## config.mk

```make
export PLATFORM = sky130hd
export DESIGN_NAME = mmav_top
export DESIGN_NICKNAME = d
export VERILOG_FILES = /design/src/rtl/mmav_pkg.sv /design/src/rtl/mmav_top.sv /design/src/rtl/mmav_decode.sv
export SDC_FILE = /design/constraint.sdc
export NUM_CORES = 1
export LEC_CHECK = 0
export CAP_MARGIN = 40
export CELL_PAD_IN_SITES_DETAIL_PLACEMENT = 0
export CELL_PAD_IN_SITES_GLOBAL_PLACEMENT = 2
export CORE_ASPECT_RATIO = 1.2
export CORE_MARGIN = 5
export CORE_UTILIZATION = 38
export DETAILED_ROUTE_END_ITERATION = 12
export DONT_BUFFER_PORTS = 1
export PLACE_DENSITY = 0.95
export SYNTH_ARGS = -nofsm -noshare
export SYNTH_HDL_FRONTEND = slang
export SYNTH_SLANG_ARGS = --single-unit
```

## constraint.sdc

```tcl
create_clock -name clk_i -period 10 [get_ports clk_i]
set_input_delay 2 -clock clk_i [delete_from_list [all_inputs] [get_ports clk_i]]
set_output_delay 2 -clock clk_i [all_outputs]
set_load 0.05 [all_outputs]
```

## src/rtl/mmav_pkg.sv

```systemverilog
package mmav_pkg;

	// ---------------------------------------------------------------
	// Address space and requesters
	// ---------------------------------------------------------------
	localparam int AW = 24;
	localparam int NREQ = 4;
	localparam int NRES = 3;
	localparam logic [1:0] REQ_CPU = 2'h0;
	localparam logic [1:0] REQ_BDC = 2'h1;
	localparam logic [1:0] REQ_PTU = 2'h2;
	localparam logic [1:0] REQ_ADC = 2'h3;

	// Resource targets; the value is the index of the resource strobe
	typedef enum logic [1:0] {
		RES_NVM = 2'h0,
		RES_RAM = 2'h1,
		RES_PER = 2'h2,
		RES_NONE = 2'h3
	} mmav_res_t;

	// ---------------------------------------------------------------
	// Global memory map
	// ---------------------------------------------------------------
	localparam logic [23:0] PER_LO = 24'h000000;
	localparam logic [23:0] PER_HI = 24'h000FFF;
	localparam logic [23:0] RAM_LO = 24'h001000;
	localparam logic [23:0] RAM_HI = 24'h001FFF;
	localparam logic [23:0] EE_LO = 24'h100000;
	localparam logic [23:0] EE_HI = 24'h1001FF;
	localparam logic [23:0] FL_LO = 24'hFF8000;
	localparam logic [23:0] FL_HI = 24'hFFFFFF;

	// One request from a requester, held until granted
	typedef struct packed {
		logic valid;
		logic we;
		logic fetch;
		logic [23:0] addr;
	} mmav_req_t;

	// Logged cause of the first access violation
	typedef struct packed {
		logic fetch;
		logic we;
		logic [1:0] src;
		logic ecc;
		logic ill;
	} mmav_code_t;
	localparam mmav_code_t CODE_RST = 6'h00;

	// ---------------------------------------------------------------
	// Register offsets (byte addresses) and interrupt bits
	// ---------------------------------------------------------------
	localparam logic [7:0] REG_CODE = 8'h00;
	localparam logic [7:0] REG_PCH = 8'h04;
	localparam logic [7:0] REG_PCM = 8'h08;
	localparam logic [7:0] REG_PCL = 8'h0C;
	localparam logic [7:0] REG_ISTAT = 8'h10;
	localparam logic [7:0] REG_ICLR = 8'h14;
	localparam logic [7:0] REG_IEN = 8'h18;
	localparam int IRQ_W = 4;
	localparam int IRQ_EXC = 0;
	localparam int IRQ_PTU = 1;
	localparam int IRQ_ADC = 2;
	localparam int IRQ_BDC = 3;
	localparam logic [3:0] IEN_RST = 4'h0;

endpackage

```

## src/rtl/mmav_top.sv

```systemverilog
`timescale 1ns/1ps
// Behaviour
// One 16 MB space is decoded for CPU, debug, trigger unit and ADCs.
// Per-resource arbiters serve accesses to different resources together.
// A violation is either an illegal access or an uncorrectable ECC error.
// Unmapped accesses and stores into nonvolatile memory are illegal.
// CPU illegal access or CPU ECC error raises a machine exception.
// Trigger unit or ADC illegal access raises that module's error interrupt.
// An illegal opcode prefetch raises the exception even if never executed.
// ECC error on CPU, ADC or trigger unit access raises machine exception.
// Debug ECC errors set write fault or read invalid, never an exception.
// The CPU program counter is logged into three byte registers.
// The logged counter is meaningless while the error code is clear.
// Only the first violation is logged until software clears the code.
module mmav_top (
	input wire logic clk_i, // System bus clock
	input wire logic rst_i, // Synchronous reset, high
	input mmav_pkg::mmav_req_t [3:0] req_i, // Requests by requester
	input wire logic [23:0] cpu_pc_i, // CPU program counter
	input wire logic [2:0] ecc_err_i, // Uncorrectable ECC per resource
	output logic [3:0] gnt_o, // Access served or refused as illegal, pulse
	output logic [3:0] err_o, // Access refused as illegal, pulse
	output logic [2:0] res_sel_o, // Resource access strobe
	output logic [2:0] res_we_o, // Resource write
	output logic [2:0][1:0] res_owner_o, // Requester owning resource
	output logic [2:0][23:0] res_addr_o, // Resource address
	output logic mach_exc_o, // Machine exception to CPU, pulse
	output logic ptu_err_irq_o, // Trigger unit error interrupt, pulse
	output logic adc_err_irq_o, // ADC error interrupt, pulse
	output logic dbg_ram_write_fault_o, // Debug write fault, pulse
	output logic dbg_read_invalid_o, // Debug read invalid, pulse
	output logic irq_o, // Level interrupt
	input wire logic wb_cyc_i, // Wishbone cycle
	input wire logic wb_stb_i, // Wishbone strobe
	input wire logic wb_we_i, // Wishbone write
	input wire logic [7:0] wb_adr_i, // Wishbone byte address
	input wire logic [31:0] wb_dat_i, // Wishbone write data
	input wire logic [3:0] wb_sel_i, // Wishbone byte select
	output logic [31:0] wb_dat_o, // Wishbone read data
	output logic wb_ack_o // Wishbone acknowledge
);
	localparam int NREQ = mmav_pkg::NREQ;
	localparam int NRES = mmav_pkg::NRES;

	mmav_pkg::mmav_res_t dec_res [NREQ];
	logic [3:0] dec_ill, gnt_r, err_r, fresh, ill_new, won, ecc_req;
	logic [2:0] sel_r, we_r, sel_nxt, we_nxt, ecc_own;
	logic [2:0][1:0] owner_r, owner_nxt;
	logic [2:0][23:0] addr_r, addr_nxt;
	logic [3:0] cand [NRES];
	logic [3:0] win [NRES];

	// ---------------------------------------------------------------
	// Address decode, one decoder per requester
	// ---------------------------------------------------------------
	genvar gi;
	generate
		for (gi = 0; gi < NREQ; gi++) begin : g_dec
			mmav_decode u_dec (
				.req_i(req_i[gi]),
				.res_o(dec_res[gi]),
				.ill_o(dec_ill[gi])
			);
			// A request is new until its grant shows
			assign fresh[gi] = req_i[gi].valid && !gnt_r[gi];
			assign ill_new[gi] = fresh[gi] && dec_ill[gi];
		end
	endgenerate

	// ---------------------------------------------------------------
	// Per-resource arbiters
	// ---------------------------------------------------------------
	// Lowest requester index wins; independent arbiters let two masters
	// hit different resources in the same cycle
	genvar gr;
	generate
		for (gr = 0; gr < NRES; gr++) begin : g_arb
			always_comb begin
				cand[gr] = 4'h0;
				for (int i = 0; i < NREQ; i++) begin
					cand[gr][i] = fresh[i] && !dec_ill[i] &&
						(dec_res[i] == mmav_pkg::mmav_res_t'(gr));
				end
			end
			assign win[gr] = cand[gr] & (~cand[gr] + 4'h1);
			assign sel_nxt[gr] = |cand[gr];
			assign owner_nxt[gr] = win[gr][1] ? mmav_pkg::REQ_BDC :
				win[gr][2] ? mmav_pkg::REQ_PTU :
				win[gr][3] ? mmav_pkg::REQ_ADC : mmav_pkg::REQ_CPU;
			assign we_nxt[gr] = req_i[owner_nxt[gr]].we;
			assign addr_nxt[gr] = req_i[owner_nxt[gr]].addr;
			// ECC report lands in the cycle the resource is strobed
			assign ecc_own[gr] = ecc_err_i[gr] && sel_r[gr];
		end
	endgenerate
	assign won = win[0] | win[1] | win[2];

	// Attribute resource ECC errors back to their requester
	always_comb begin
		ecc_req = 4'h0;
		for (int r = 0; r < NRES; r++) begin
			if (ecc_own[r]) begin
				ecc_req[owner_r[r]] = 1'b1;
			end
		end
	end

	// Grant and resource strobes, one cycle each
	always_ff @(posedge clk_i) begin
		if (rst_i) begin
			gnt_r <= 4'h0;
			err_r <= 4'h0;
			sel_r <= 3'h0;
		end else begin
			gnt_r <= won | ill_new;
			err_r <= ill_new;
			sel_r <= sel_nxt;
		end
	end

	// Resource routing carries no control meaning without sel_r
	always_ff @(posedge clk_i) begin
		if (rst_i) begin
			we_r <= '0;
			owner_r <= '0;
			addr_r <= '0;
		end else begin
			we_r <= we_nxt;
			owner_r <= owner_nxt;
			addr_r <= addr_nxt;
		end
	end

	// ---------------------------------------------------------------
	// Violation responses
	// ---------------------------------------------------------------
	logic exc_nxt, exc_r, ptu_r, adc_r, wf_r, ri_r, bdc_we;
	logic [1:0] bdc_res;

	// Debug accesses never raise the exception
	assign exc_nxt = ill_new[mmav_pkg::REQ_CPU] ||
		ecc_req[mmav_pkg::REQ_CPU] || ecc_req[mmav_pkg::REQ_PTU] ||
		ecc_req[mmav_pkg::REQ_ADC];
	assign bdc_res = (ecc_own[1] && owner_r[1] == mmav_pkg::REQ_BDC) ? 2'h1 :
		(ecc_own[2] && owner_r[2] == mmav_pkg::REQ_BDC) ? 2'h2 : 2'h0;
	assign bdc_we = we_r[bdc_res];

	always_ff @(posedge clk_i) begin
		if (rst_i) begin
			exc_r <= 1'b0;
			ptu_r <= 1'b0;
			adc_r <= 1'b0;
			wf_r <= 1'b0;
			ri_r <= 1'b0;
		end else begin
			exc_r <= exc_nxt;
			ptu_r <= ill_new[mmav_pkg::REQ_PTU];
			adc_r <= ill_new[mmav_pkg::REQ_ADC];
			wf_r <= ecc_req[mmav_pkg::REQ_BDC] && bdc_we;
			ri_r <= ecc_req[mmav_pkg::REQ_BDC] && !bdc_we;
		end
	end

	// ---------------------------------------------------------------
	// Violation log
	// ---------------------------------------------------------------
	mmav_pkg::mmav_code_t code_r, code_nxt;
	logic [23:0] pc_r;
	logic log_ev, code_clr;
	logic [1:0] src;

	// Source priority: CPU illegal first, then ECC by requester index
	assign src = ill_new[0] || ecc_req[0] ? mmav_pkg::REQ_CPU :
		ecc_req[2] ? mmav_pkg::REQ_PTU : mmav_pkg::REQ_ADC;
	assign code_nxt.ill = ill_new[0];
	assign code_nxt.ecc = !ill_new[0];
	assign code_nxt.src = src;
	assign code_nxt.we = ill_new[0] ? req_i[0].we : 1'b0;
	assign code_nxt.fetch = ill_new[0] ? req_i[0].fetch : 1'b0;
	// Only a clear code, or one cleared in the same cycle, accepts a new entry
	assign log_ev = exc_nxt && (code_r == mmav_pkg::CODE_RST);

	// Set wins over a clear in the same cycle
	always_ff @(posedge clk_i) begin
		if (rst_i) begin
			code_r <= mmav_pkg::CODE_RST;
		end else if (log_ev || (exc_nxt && code_clr)) begin
			code_r <= code_nxt;
		end else if (code_clr) begin
			code_r <= mmav_pkg::CODE_RST;
		end
	end

	// PC is left stale on clear: it is only valid while a code is held
	always_ff @(posedge clk_i) begin
		if (rst_i) begin
			pc_r <= 24'h000000;
		end else if (log_ev || (exc_nxt && code_clr)) begin
			pc_r <= cpu_pc_i;
		end
	end

	// ---------------------------------------------------------------
	// Interrupt status, enable and clear
	// ---------------------------------------------------------------
	logic [3:0] ist_r;
	logic [3:0] ien_r;
	logic [3:0] ev;
	logic [3:0] iclr;
	logic irq_r;

	assign ev = {ecc_req[mmav_pkg::REQ_BDC], ill_new[mmav_pkg::REQ_ADC],
		ill_new[mmav_pkg::REQ_PTU], exc_nxt};

	always_ff @(posedge clk_i) begin
		if (rst_i) begin
			ist_r <= 4'h0;
			irq_r <= 1'b0;
		end else begin
			ist_r <= (ist_r & ~iclr) | ev;
			irq_r <= |(((ist_r & ~iclr) | ev) & ien_r);
		end
	end

	// ---------------------------------------------------------------
	// Wishbone slave
	// ---------------------------------------------------------------
	logic ack_r;
	logic [31:0] dat_r;
	logic wb_go;
	logic wr_go;
	logic [31:0] rd_mux;

	// Answer one cycle after the strobe, drop ack the cycle after
	assign wb_go = wb_cyc_i && wb_stb_i && !ack_r;
	assign wr_go = wb_go && wb_we_i && wb_sel_i[0];
	assign code_clr = wr_go && (wb_adr_i == mmav_pkg::REG_CODE);
	assign iclr = (wr_go && (wb_adr_i == mmav_pkg::REG_ICLR)) ?
		wb_dat_i[3:0] : 4'h0;
	// Unmapped addresses read zero and are still acknowledged
	assign rd_mux = (wb_adr_i == mmav_pkg::REG_CODE) ? {26'h0, code_r} :
		(wb_adr_i == mmav_pkg::REG_PCH) ? {24'h0, pc_r[23:16]} :
		(wb_adr_i == mmav_pkg::REG_PCM) ? {24'h0, pc_r[15:8]} :
		(wb_adr_i == mmav_pkg::REG_PCL) ? {24'h0, pc_r[7:0]} :
		(wb_adr_i == mmav_pkg::REG_ISTAT) ? {28'h0, ist_r} :
		(wb_adr_i == mmav_pkg::REG_IEN) ? {28'h0, ien_r} : 32'h0;

	always_ff @(posedge clk_i) begin
		if (rst_i) begin
			ack_r <= 1'b0;
			dat_r <= 32'h0;
			ien_r <= mmav_pkg::IEN_RST;
		end else begin
			ack_r <= wb_go;
			dat_r <= wb_go && !wb_we_i ? rd_mux : 32'h0;
			if (wr_go && (wb_adr_i == mmav_pkg::REG_IEN)) begin
				ien_r <= wb_dat_i[3:0];
			end
		end
	end

	// ---------------------------------------------------------------
	// Outputs
	// ---------------------------------------------------------------
	assign gnt_o = gnt_r;
	assign err_o = err_r;
	assign res_sel_o = sel_r;
	assign res_we_o = we_r;
	assign res_owner_o = owner_r;
	assign res_addr_o = addr_r;
	assign mach_exc_o = exc_r;
	assign ptu_err_irq_o = ptu_r;
	assign adc_err_irq_o = adc_r;
	assign dbg_ram_write_fault_o = wf_r;
	assign dbg_read_invalid_o = ri_r;
	assign irq_o = irq_r;
	assign wb_dat_o = dat_r;
	assign wb_ack_o = ack_r;
endmodule // mmav_top

```

## src/rtl/mmav_decode.sv

```systemverilog
`timescale 1ns/1ps
// Classifies one request against the global map; purely combinational
module mmav_decode (
	input mmav_pkg::mmav_req_t req_i, // Request under test
	output mmav_pkg::mmav_res_t res_o, // Target resource
	output logic ill_o // Access is illegal
);
	logic in_per;
	logic in_ram;
	logic in_nvm;
	logic [23:0] a;

	// ---------------------------------------------------------------
	// Region decode
	// ---------------------------------------------------------------
	// Full 24-bit compare: the whole 16 MB space is decoded
	assign a = req_i.addr;
	assign in_per = (a >= mmav_pkg::PER_LO) && (a <= mmav_pkg::PER_HI);
	assign in_ram = (a >= mmav_pkg::RAM_LO) && (a <= mmav_pkg::RAM_HI);
	assign in_nvm = ((a >= mmav_pkg::EE_LO) && (a <= mmav_pkg::EE_HI)) ||
		((a >= mmav_pkg::FL_LO) && (a <= mmav_pkg::FL_HI));

	// Unmapped, store to NONVOLATILE_MEMORY or fetch from peripherals is illegal
	assign ill_o = !(in_per || in_ram || in_nvm) ||
		(req_i.we && in_nvm) ||
		(req_i.fetch && in_per);
	assign res_o = in_nvm ? mmav_pkg::RES_NVM :
		in_ram ? mmav_pkg::RES_RAM :
		in_per ? mmav_pkg::RES_PER : mmav_pkg::RES_NONE;

endmodule // mmav_decode

```

## After elaboration in Yosys (flattened, before gate mapping)

Index checks and enable logic that the tools add are counted.

| storage, ports and cells | value |
|---|---|
| register bits after elaboration | 169 |
| latch bits | 0 |
| memory bits (writable) | 0 |
| bits in read-only memories | 0 |
| input port bits | 184 |
| output and inout bits | 131 |
| word-level logic and storage cells | 280 |
| memories kept | 0 |

| cells by class | value |
|---|---|
| add/sub/neg operators | 3 |
| $mul | 0 |
| div/mod/pow operators | 0 |
| magnitude comparators | 42 |
| equal/unequal tests | 16 |
| shift-type cells | 0 |
| mux-type cells | 53 |
| bitwise logic cells | 16 |
| reductions and logical operators | 122 |

Operators with widths:

| operator | number |
|---|---|
| 27-bit binary-select mux with 2-bit select | 3 |
| 24-bit by 1-bit >= comparator with 1-bit output (second input constant) | 4 |
| 24-bit by 13-bit >= comparator with 1-bit output (second input constant) | 4 |
| 24-bit by 21-bit >= comparator with 1-bit output (second input constant) | 4 |
| 24-bit >= comparator (second input constant) | 4 |
| 24-bit by 12-bit <= comparator with 1-bit output (second input constant) | 4 |
| 24-bit by 13-bit <= comparator with 1-bit output (second input constant) | 4 |
| 24-bit by 21-bit <= comparator with 1-bit output (second input constant) | 4 |
| 24-bit <= comparator (second input constant) | 4 |
| 26-bit 2-to-1 mux | 3 |
| 1-bit logical AND | 68 |
| 2-bit 2-to-1 mux | 20 |
| 8-bit by 5-bit equality test with 1-bit output (second input constant) | 3 |
| 1-bit logical OR | 24 |
| 4-bit 2-to-1 mux | 6 |
| 8-bit 2-to-1 mux | 3 |
| 4-bit OR | 6 |
| 2-bit by 3-bit less-than comparator with 1-bit output (second input constant) | 7 |
| 4-bit AND | 5 |
| 6-bit 2-to-1 mux | 3 |
| 8-bit by 4-bit equality test with 1-bit output (second input constant) | 2 |
| 1-bit logical NOT | 16 |
| 4-bit inverter | 4 |
| 4-bit OR reduction | 4 |
| other kinds (16) | 43 |

## Logic depth before layout (Yosys ltp)

Gate-level depths: netlist (run 1).

| logic depth | value |
|---|---|
| word-level depth | 18 |
| depth in mapped cells | 10 |

## By module

Synthesis (run 1) repeated with hierarchy kept, for this count alone.

| second synthesis, totals | value |
|---|---|
| cells, all modules | 793 |
| area total of the unflattened synthesis | 7,303.3 um2 |

Modules (own cells, without submodules):

| module | instances | cells each | area each (um2) | sequential area each (um2) |
|---|---|---|---|---|
| mmav_top | 1 | 725 | 6,872.8 | 2,862.7 |
| mmav_decode | 4 | 17 | 107.6 | 0.0 |

## Least setup slack after synthesis (run 1)

OpenSTA, ideal clock, no wires.

| timing path | value |
|---|---|
| path kind | input -> register |
| from | input req_i[23] (netlist name) |
| to | register addr_r (netlist bit res_addr_o[10]) |
| setup time | 0.134 ns |
| arrival | 4.371 ns |
| required time | 9.866 ns |
| path slack | 5.495 ns |
| stages | 8 |
| buffers on the path | 1 |
| cells stage by stage | or4_1 or4_4 a2111oi_4 nor2_1 buf_2 a22o_1 a311oi_1 o22ai_1 |

| on the way | value |
|---|---|
| word-level cells in the longest chain between the ends | 18 |
| elaborated cells between the ends (all ways) | 35 |

RTL lines:

| item | line | source |
|---|---|---|
| from (decl) | mmav_top.sv:18 | `input mmav_pkg::mmav_req_t [3:0] req_i,` |
| 24-bit by 1-bit >= comparator with 1-bit output, or another cell as far along | mmav_decode.sv:18 | `assign in_per = (a >= mmav_pkg::PER_LO) && (a <= mmav_pkg::PER_HI);` |
| 1-bit logical AND, on equally long branches | - |  |
| 1-bit logical OR, on equally long branches | mmav_decode.sv:24, mmav_decode.sv:20 |  |
| 1-bit logical OR | mmav_decode.sv:24 | `assign ill_o = !(in_per \|\| in_ram \|\| in_nvm) \|\|` |
| 1-bit logical NOT | mmav_decode.sv:24 |  |
| 1-bit logical OR | mmav_decode.sv:24 |  |
| 1-bit logical OR | mmav_decode.sv:25 | `(req_i.we && in_nvm) \|\|` |
| 1-bit logical NOT | mmav_top.sv:81 | `cand[gr][i] = fresh[i] && !dec_ill[i] &&` |
| (+2 left out) | - |  |
| 4-bit inverter (*) | mmav_top.sv:85 | `assign win[gr] = cand[gr] & (~cand[gr] + 4'h1);` |
| 4-bit by 1-bit adder with 4-bit output (*) | mmav_top.sv:85 |  |
| 4-bit AND (*) | mmav_top.sv:85 |  |
| 2-bit 2-to-1 mux | mmav_top.sv:89 | `win[gr][3] ? mmav_pkg::REQ_ADC : mmav_pkg::REQ_CPU;` |
| 2-bit 2-to-1 mux | mmav_top.sv:88 | `win[gr][2] ? mmav_pkg::REQ_PTU :` |
| 2-bit 2-to-1 mux (*) | mmav_top.sv:87 | `assign owner_nxt[gr] = win[gr][1] ? mmav_pkg::REQ_BDC :` |
| 27-bit binary-select mux with 2-bit select (*) | mmav_top.sv:91 | `assign addr_nxt[gr] = req_i[owner_nxt[gr]].addr;` |
| 26-bit 2-to-1 mux (implied by the code) (*) | mmav_top.sv:91 |  |
| to (signal assigned) | mmav_top.sv:130 | `addr_r <= addr_nxt;` |
| to (decl) | mmav_top.sv:49 | `logic [2:0][23:0] addr_r, addr_nxt;` |

Mark *: on every way between the ends. The rest lies on a longest branch, timed or not. The select of a mux whose other input is x is not followed.
A chain may end at the register's enable or synchronous reset.

## Worst setup path after layout (run 1)

| timing path | value |
|---|---|
| from | input req_i[23] (netlist name) |
| to | register addr_r (netlist bit res_addr_o[13]) |

The elaborated chain is that of the path after synthesis.

==> metrics.txt, run 1 <==
Mapped Area 7240 um^2; Finish-stage setup viols 0; Post-Syn Instances 843; non-filler cells, final 1091; post-synthesis async set-or-reset flop share 0%; Setup WS post-layout 5.17 ns; CP startpoint kind input port; pin count of the biggest net entering global routing 60; r2r startpoint gnt_o[3]; R2R setup slack 6.83 ns; arrival time of the worst setup path 5.11 ns; Starting Density 38.6%; DIE AREA 21900 um^2; crit-path max cell delay 0.60 ns; hpwl dp 19000 um; number of cells on the critical path 9; CP Capture Type flop; dpl ws 4.68 ns; Synth area leader dfxtp_1; cts repair resizes 0; Ys Warns 0; clock-pin slew of the registers on the worst-case setup and hold paths 0.06 ns; Synth area leaders dfxtp_1 (40%), mux2i_1 (11%), a21oi_1 (4.9%), nor2_1 (4.3%), a22o_1 (3.9%); top-area cell type share of the netlist area 39.5%; Initial DRC Count 358; All-Layer GR Usage 22.6%; CTS tree done; CTS sink cnt 143; Slew @ Worst Pin 0.808 ns; Slew Limit Fails 0; CP most frequent cell buf_4; Seq/Total Area, Yosys 39.5%; share of cells above drive strength 1 8.50%; synth-to-layout area growth 10.7%; Top Family by Delay on Critical Path simple AND/OR/NAND/NOR gates; crit path cell chain or4_1, or4_4, a2111oi_4, buf_4, nor2_2, buf_4, a22o_1, a311oi_1, o22ai_1; synthesized area per cell 8.59 um^2; final hold violation count 0; initial antenna violation count 0; clk_skew 0.00713 ns; routed vias 6525; Nets 1006; hold slack 0.479 ns; Critical Path RT 10.27 ns; ys flop type dfxtp_1; RSZ-0062 raised after global routing false; drt total wl 25800 um; Leak 2.97 nW; routability cong. 0.827; vias per cell 5.98; outcome complete, no violations; number of port buffers 0; Hold Path Class flop to flop; Power per Cell Area 179 nW/um^2; Setup crit start req_i[23]; 1st-pass router iterations 5; CTS Root Cell clkbuf_16; post-layout util 42.7%; commonest cells after routing, fill and taps aside dfxtp_1 (143), nor2_1 (81), mux2i_1 (78); TritonCTS Buffers 17; die height 161 um; Worst Reg-to-Reg Cells 8; Max Cap Viol 0; fin crit share 48.3%; Clock Tree Buf Depth 2; H-tree depth 4; Die W 136 um; CTS Hold Bufs 0; largest fanout on the critical path 33; CP endpoint res_addr_o[13]; vias in the first global route 6642; first-pass GRT wire length 38400 um; WL per Instance 23.7 um; Post-synth EDFFs 0; hold_sp ien_r[2]; DP Cell Count 1059; row count 55; Critical-path top delay cell or4_1; DRC errors left 0; Critical R2R Capture res_addr_o[66]; commonest non-fill, non-tap cell in the layout dfxtp_1; Setup CP Type input port to flop; CP Buf/Inv Count 2; I/O pins 315; setup total negative slack 0 ns; Routed Antenna Nets 0; min Tclk post-route 4.83 ns; Seq cells post-synth 143; synth unique cells 65; # Post-CTS Setup Buffers 0; VDD IR max 112 uV; Slew HR 45.7%; core area 18800 um^2; FMAX 207 MHz; antenna diode count 0; grt ovf 0; fillcell total 1917; clock latency on the worst-skew pair 0.41 ns
-- cell families (layout without fill, tap and decap cells) --
family	after synthesis	after routing	synth area share, %
simple gates	265	265	17.9
flops	143	143	39.5
mux	81	81	11.4
buf+inv	104	73	7.03
compound gates	249	249	24.1
other cells	1	24	0.0518
-- worst register-to-register path, stage by stage, from the launching register on --
cell      delay, ns
dfxtp_1        0.49
nand2b_1       0.31
nor4_1         0.61
nand2_1        0.20
a211oi_1       0.30
or2_0          0.53
o21bai_1       0.33
buf_4          0.25
a21oi_1        0.05
-- sequential cells by signal, indices dropped and copies added, names as in the netlist --
| name | flops |
|---|---|
| mach_exc_o | 1 |
| dbg_ram_write_fault_o | 1 |
| gnt_o | 4 |
| dbg_read_invalid_o | 1 |
| res_we_o | 3 |
| irq_o | 1 |
| pc_r | 24 |
| err_o | 4 |
| ist_r | 4 |
| res_sel_o | 3 |
| wb_ack_o | 1 |
| code_r | 6 |
| wb_dat_o | 8 |
| ien_r | 4 |
| res_addr_o | 72 |
| res_owner_o | 6 |
-- worst min path at each step --
| stage | to | cells past startpoint |
|---|---|---|
| after floorplan | wb_dat_o[0] | 2 |
| after global placement | ien_r[3] | 2 |
| after detailed placement | ien_r[3] | 2 |
| after CTS | ien_r[2] | 2 |
| after global routing | ien_r[0] | 2 |
| final | ien_r[2] | 2 |
-- routing by layer --
| layer | vias up | share of wire (%) | track usage [%] | routed length (um) |
|---|---|---|---|---|
| li1 | 3055 | - | - | - |
| met1 | 3150 | 36 | 24.1 | 9350 |
| met2 | 280 | 52 | 40.2 | 13300 |
| met3 | 40 | 9.6 | 8.60 | 2490 |
| met4 | 0 | 2.5 | 8.30 | 652 |
| met5 | - | 0 | 0 | 0 |
-- area by class of cell --
class | count | area [um^2] | share of cell area (%)
Multi-Input combinational cell | 619 | 4000 | 49.8
Sequential cell | 143 | 2860 | 35.7
Clock buffer | 20 | 447 | 5.57
Tap cell | 256 | 320 | 3.99
Timing Repair Buffer | 21 | 184 | 2.29
Clock inverter | 12 | 135 | 1.68
Inverter | 20 | 75.1 | 0.936
-- cell usage after synthesis, drive strengths merged, types with 2 or more instances --
library cell,number
a22oi,6
buf,45
a21o,2
nand4,8
nor2,83
a211oi,2
nand2,73
nor4b,4
mux2,2
mux2i,78
and3,4
nor4,6
nand2b,5
a221o,4
o21ai,15
o31a,2
inv,19
a2111oi,3
or4,11
a21boi,5
o211ai,4
a22o,32
a311oi,30
or2,4
nor3b,2
nor2b,9
or3,7
a21oi,71
o21bai,2
and4b,2
o221ai,10
nand3b,3
a31oi,8
dfxtp,143
nor3,14
nand3,23
a32oi,2
clkbuf,39
and2,4
o22ai,42
-- where the power goes --
| group | total, W | leakage [nW] | switching, W | internal, W |
|---|---|---|---|---|
| combinational | 0.000126 | 1.52 | 0.0000753 | 0.0000510 |
| clock | 0.000627 | 0.273 | 0.000251 | 0.000375 |
| sequential | 0.000686 | 1.18 | 0.0000837 | 0.000602 |
-- per-stage QoR --
stage | area [um^2] | total power (W)
after global placement | 7350 | 0.000820
after floorplan | 7330 | 0.000810
after detailed placement | 7440 | 0.000825
after CTS | 8020 | 0.00145
final | 8020 | 0.00144
after global routing | 8020 | 0.00149
Note: power is estimated with default switching activity, not from simulation.
==> run 2, diff against run 1 <==
- CORE_UTILIZATION: 38 -> 32
- PLACE_DENSITY: 0.95 -> 0.87
- clock period: 10 -> 4.2 ns (I/O delays scaled with it)
==> run 2 against run 1 <==
  * Clock power increased by 140%
  * Routed wire length increased by 5.6%
  * Clock skew increased by 0.0044 ns
  * Core utilization decreased by 6.1 points
  * Non-clock buffer count increased by 15
  * Register-to-register slack got worse by 5.3 ns
  * Largest cell class unchanged
==> metrics.txt, run 2 (same netlist as run 1, synthesis figures left out) <==
FMAX 298 MHz; clock-pin slew of the registers on the worst-case setup and hold paths 0.07 ns; Slew @ Worst Pin 0.702 ns; Largest register FFs 72; synth-to-layout area growth 12.9%; routed vias 6535; crit-path max cell delay 0.61 ns; Leak 3.05 nW; Power per Cell Area 418 nW/um^2; clk_skew 0.0115 ns; commonest cells after routing, fill and taps aside dfxtp_1 (143), nor2_1 (81), mux2i_1 (78); area occupied by multi-input gates 4000 um^2; Max Cap Viol 0; CTS tree done; CP startpoint kind input port; met3 Usage GRT 7.73%; CP Capture Type flop; FF/Latch Area 2860 um^2; initial antenna violation count 0; H-tree depth 4; dpl ws 0.430 ns; die height 175 um; Initial DRC Count 399; cts repair resizes 0; drt total wl 27300 um; core area 22400 um^2; row count 60; Critical Path RT 4.50 ns; DIE AREA 25800 um^2; largest fanout on the critical path 12; antenna diode count 0; met1 Resource Use GR 21.7%; min Tclk post-route 3.35 ns; Setup CP Type input port to flop; fin crit share 79.8%; routability cong. 0.884; Hold Path Class flop to flop; Setup WS post-layout 0.849 ns; Routed Antenna Nets 0; setup total negative slack 0 ns; Starting Density 32.4%; All-Layer GR Usage 20.3%; I/O pins 315; Slew HR 53.1%; Die W 147 um; Slew Limit Fails 0; VDD IR max 237 uV; hpwl dp 20400 um; RSZ-0062 raised after global routing false; DRC errors left 0; vias per cell 5.79; Finish-stage setup viols 0; CTS Root Cell clkbuf_16; Nets 1021; clock latency on the worst-skew pair 0.43 ns; grt ovf 0; commonest non-fill, non-tap cell in the layout dfxtp_1; # Post-CTS Setup Buffers 0; crit path cell chain or4_1, or4_4, a2111oi_4, nor2_2, buf_6, a22o_1, a311oi_1, o22ai_1; arrival time of the worst setup path 3.65 ns; fillcell total 2358; first-pass GRT wire length 40100 um; number of port buffers 0; TritonCTS Buffers 17; 1st-pass router iterations 5; final hold violation count 0; pin count of the biggest net entering global routing 60; busiest layer in global routing met2; CTS sink cnt 143; Clock Tree Buf Depth 2; met2 usage in global routing 35.6%; WL per Instance 24.2 um; Critical-path top delay cell or4_1; share of cells above drive strength 1 10.2%; CTS Hold Bufs 0; outcome complete, no violations; vias in the first global route 6518
[run 2: changes by cell type in the layout (fill, tap and decap cells not counted), sizes merged]
cell    delta
buf       +15
bufinv     -1
clkbuf     -1
clkinv     -1
inv        +3
[run 2: power breakdown]
group          total, W  internal [W]  leakage [nW]  switching, W
Sequential      0.00163       0.00143          1.18      0.000201
Combinational  0.000304      0.000123          1.60      0.000181
Clock           0.00148      0.000844         0.270      0.000637
Total           0.00342       0.00240          3.05       0.00102
[run 2: path summary, 6_finish.rpt]
check | startpoint | endpoint | slack, ns | depth (start not counted)
setup / recovery | req_i[23] | res_addr_o[14] | 0.85 | 8
hold / removal | ien_r[0] | ien_r[0] | 0.48 | 2
setup reg to reg | gnt_o[1] | res_addr_o[22] | 1.56 | 9
hold reg to reg | ien_r[0] | ien_r[0] | 0.48 | 2
[run 2: area by class of cell]
class	instances	share of cell area, %
inverters	20	0.918
clock inverters	13	1.61
clock buffers	19	5.42
repair buffers	36	3.90
flip-flops and latches	143	35.0
multi-input cells	619	48.9
well taps	279	4.27
[run 2: layer usage]
layer	vias up	share of wire, %
li1	3081	-
met1	3082	37
met2	315	50
met3	57	9.7
met4	0	3.6
met5	-	0
[run 2: critical path: cells and delay by family]
family | cells | cell delay (ns)
AND/OR/NAND/NOR | 3 | 1.40
buffers and inverters | 1 | 0.20
AO/OA/AOI/OAI | 4 | 1.21
[run 2: metrics by stage]
step | util, % | instances | hold slack (ns) | instance area [um^2] | power (W)
floorplan | - | 866 | 0.445 | 7330 | 0.00193
global placement | 33.8 | 1092 | 0.460 | 7550 | 0.00196
detailed placement | 34.0 | 1097 | 0.463 | 7600 | 0.00197
CTS | 36.5 | 1129 | 0.466 | 8180 | 0.00345
global route | 36.5 | 1129 | 0.460 | 8180 | 0.00354
finish | 36.5 | 1129 | 0.477 | 8180 | 0.00342
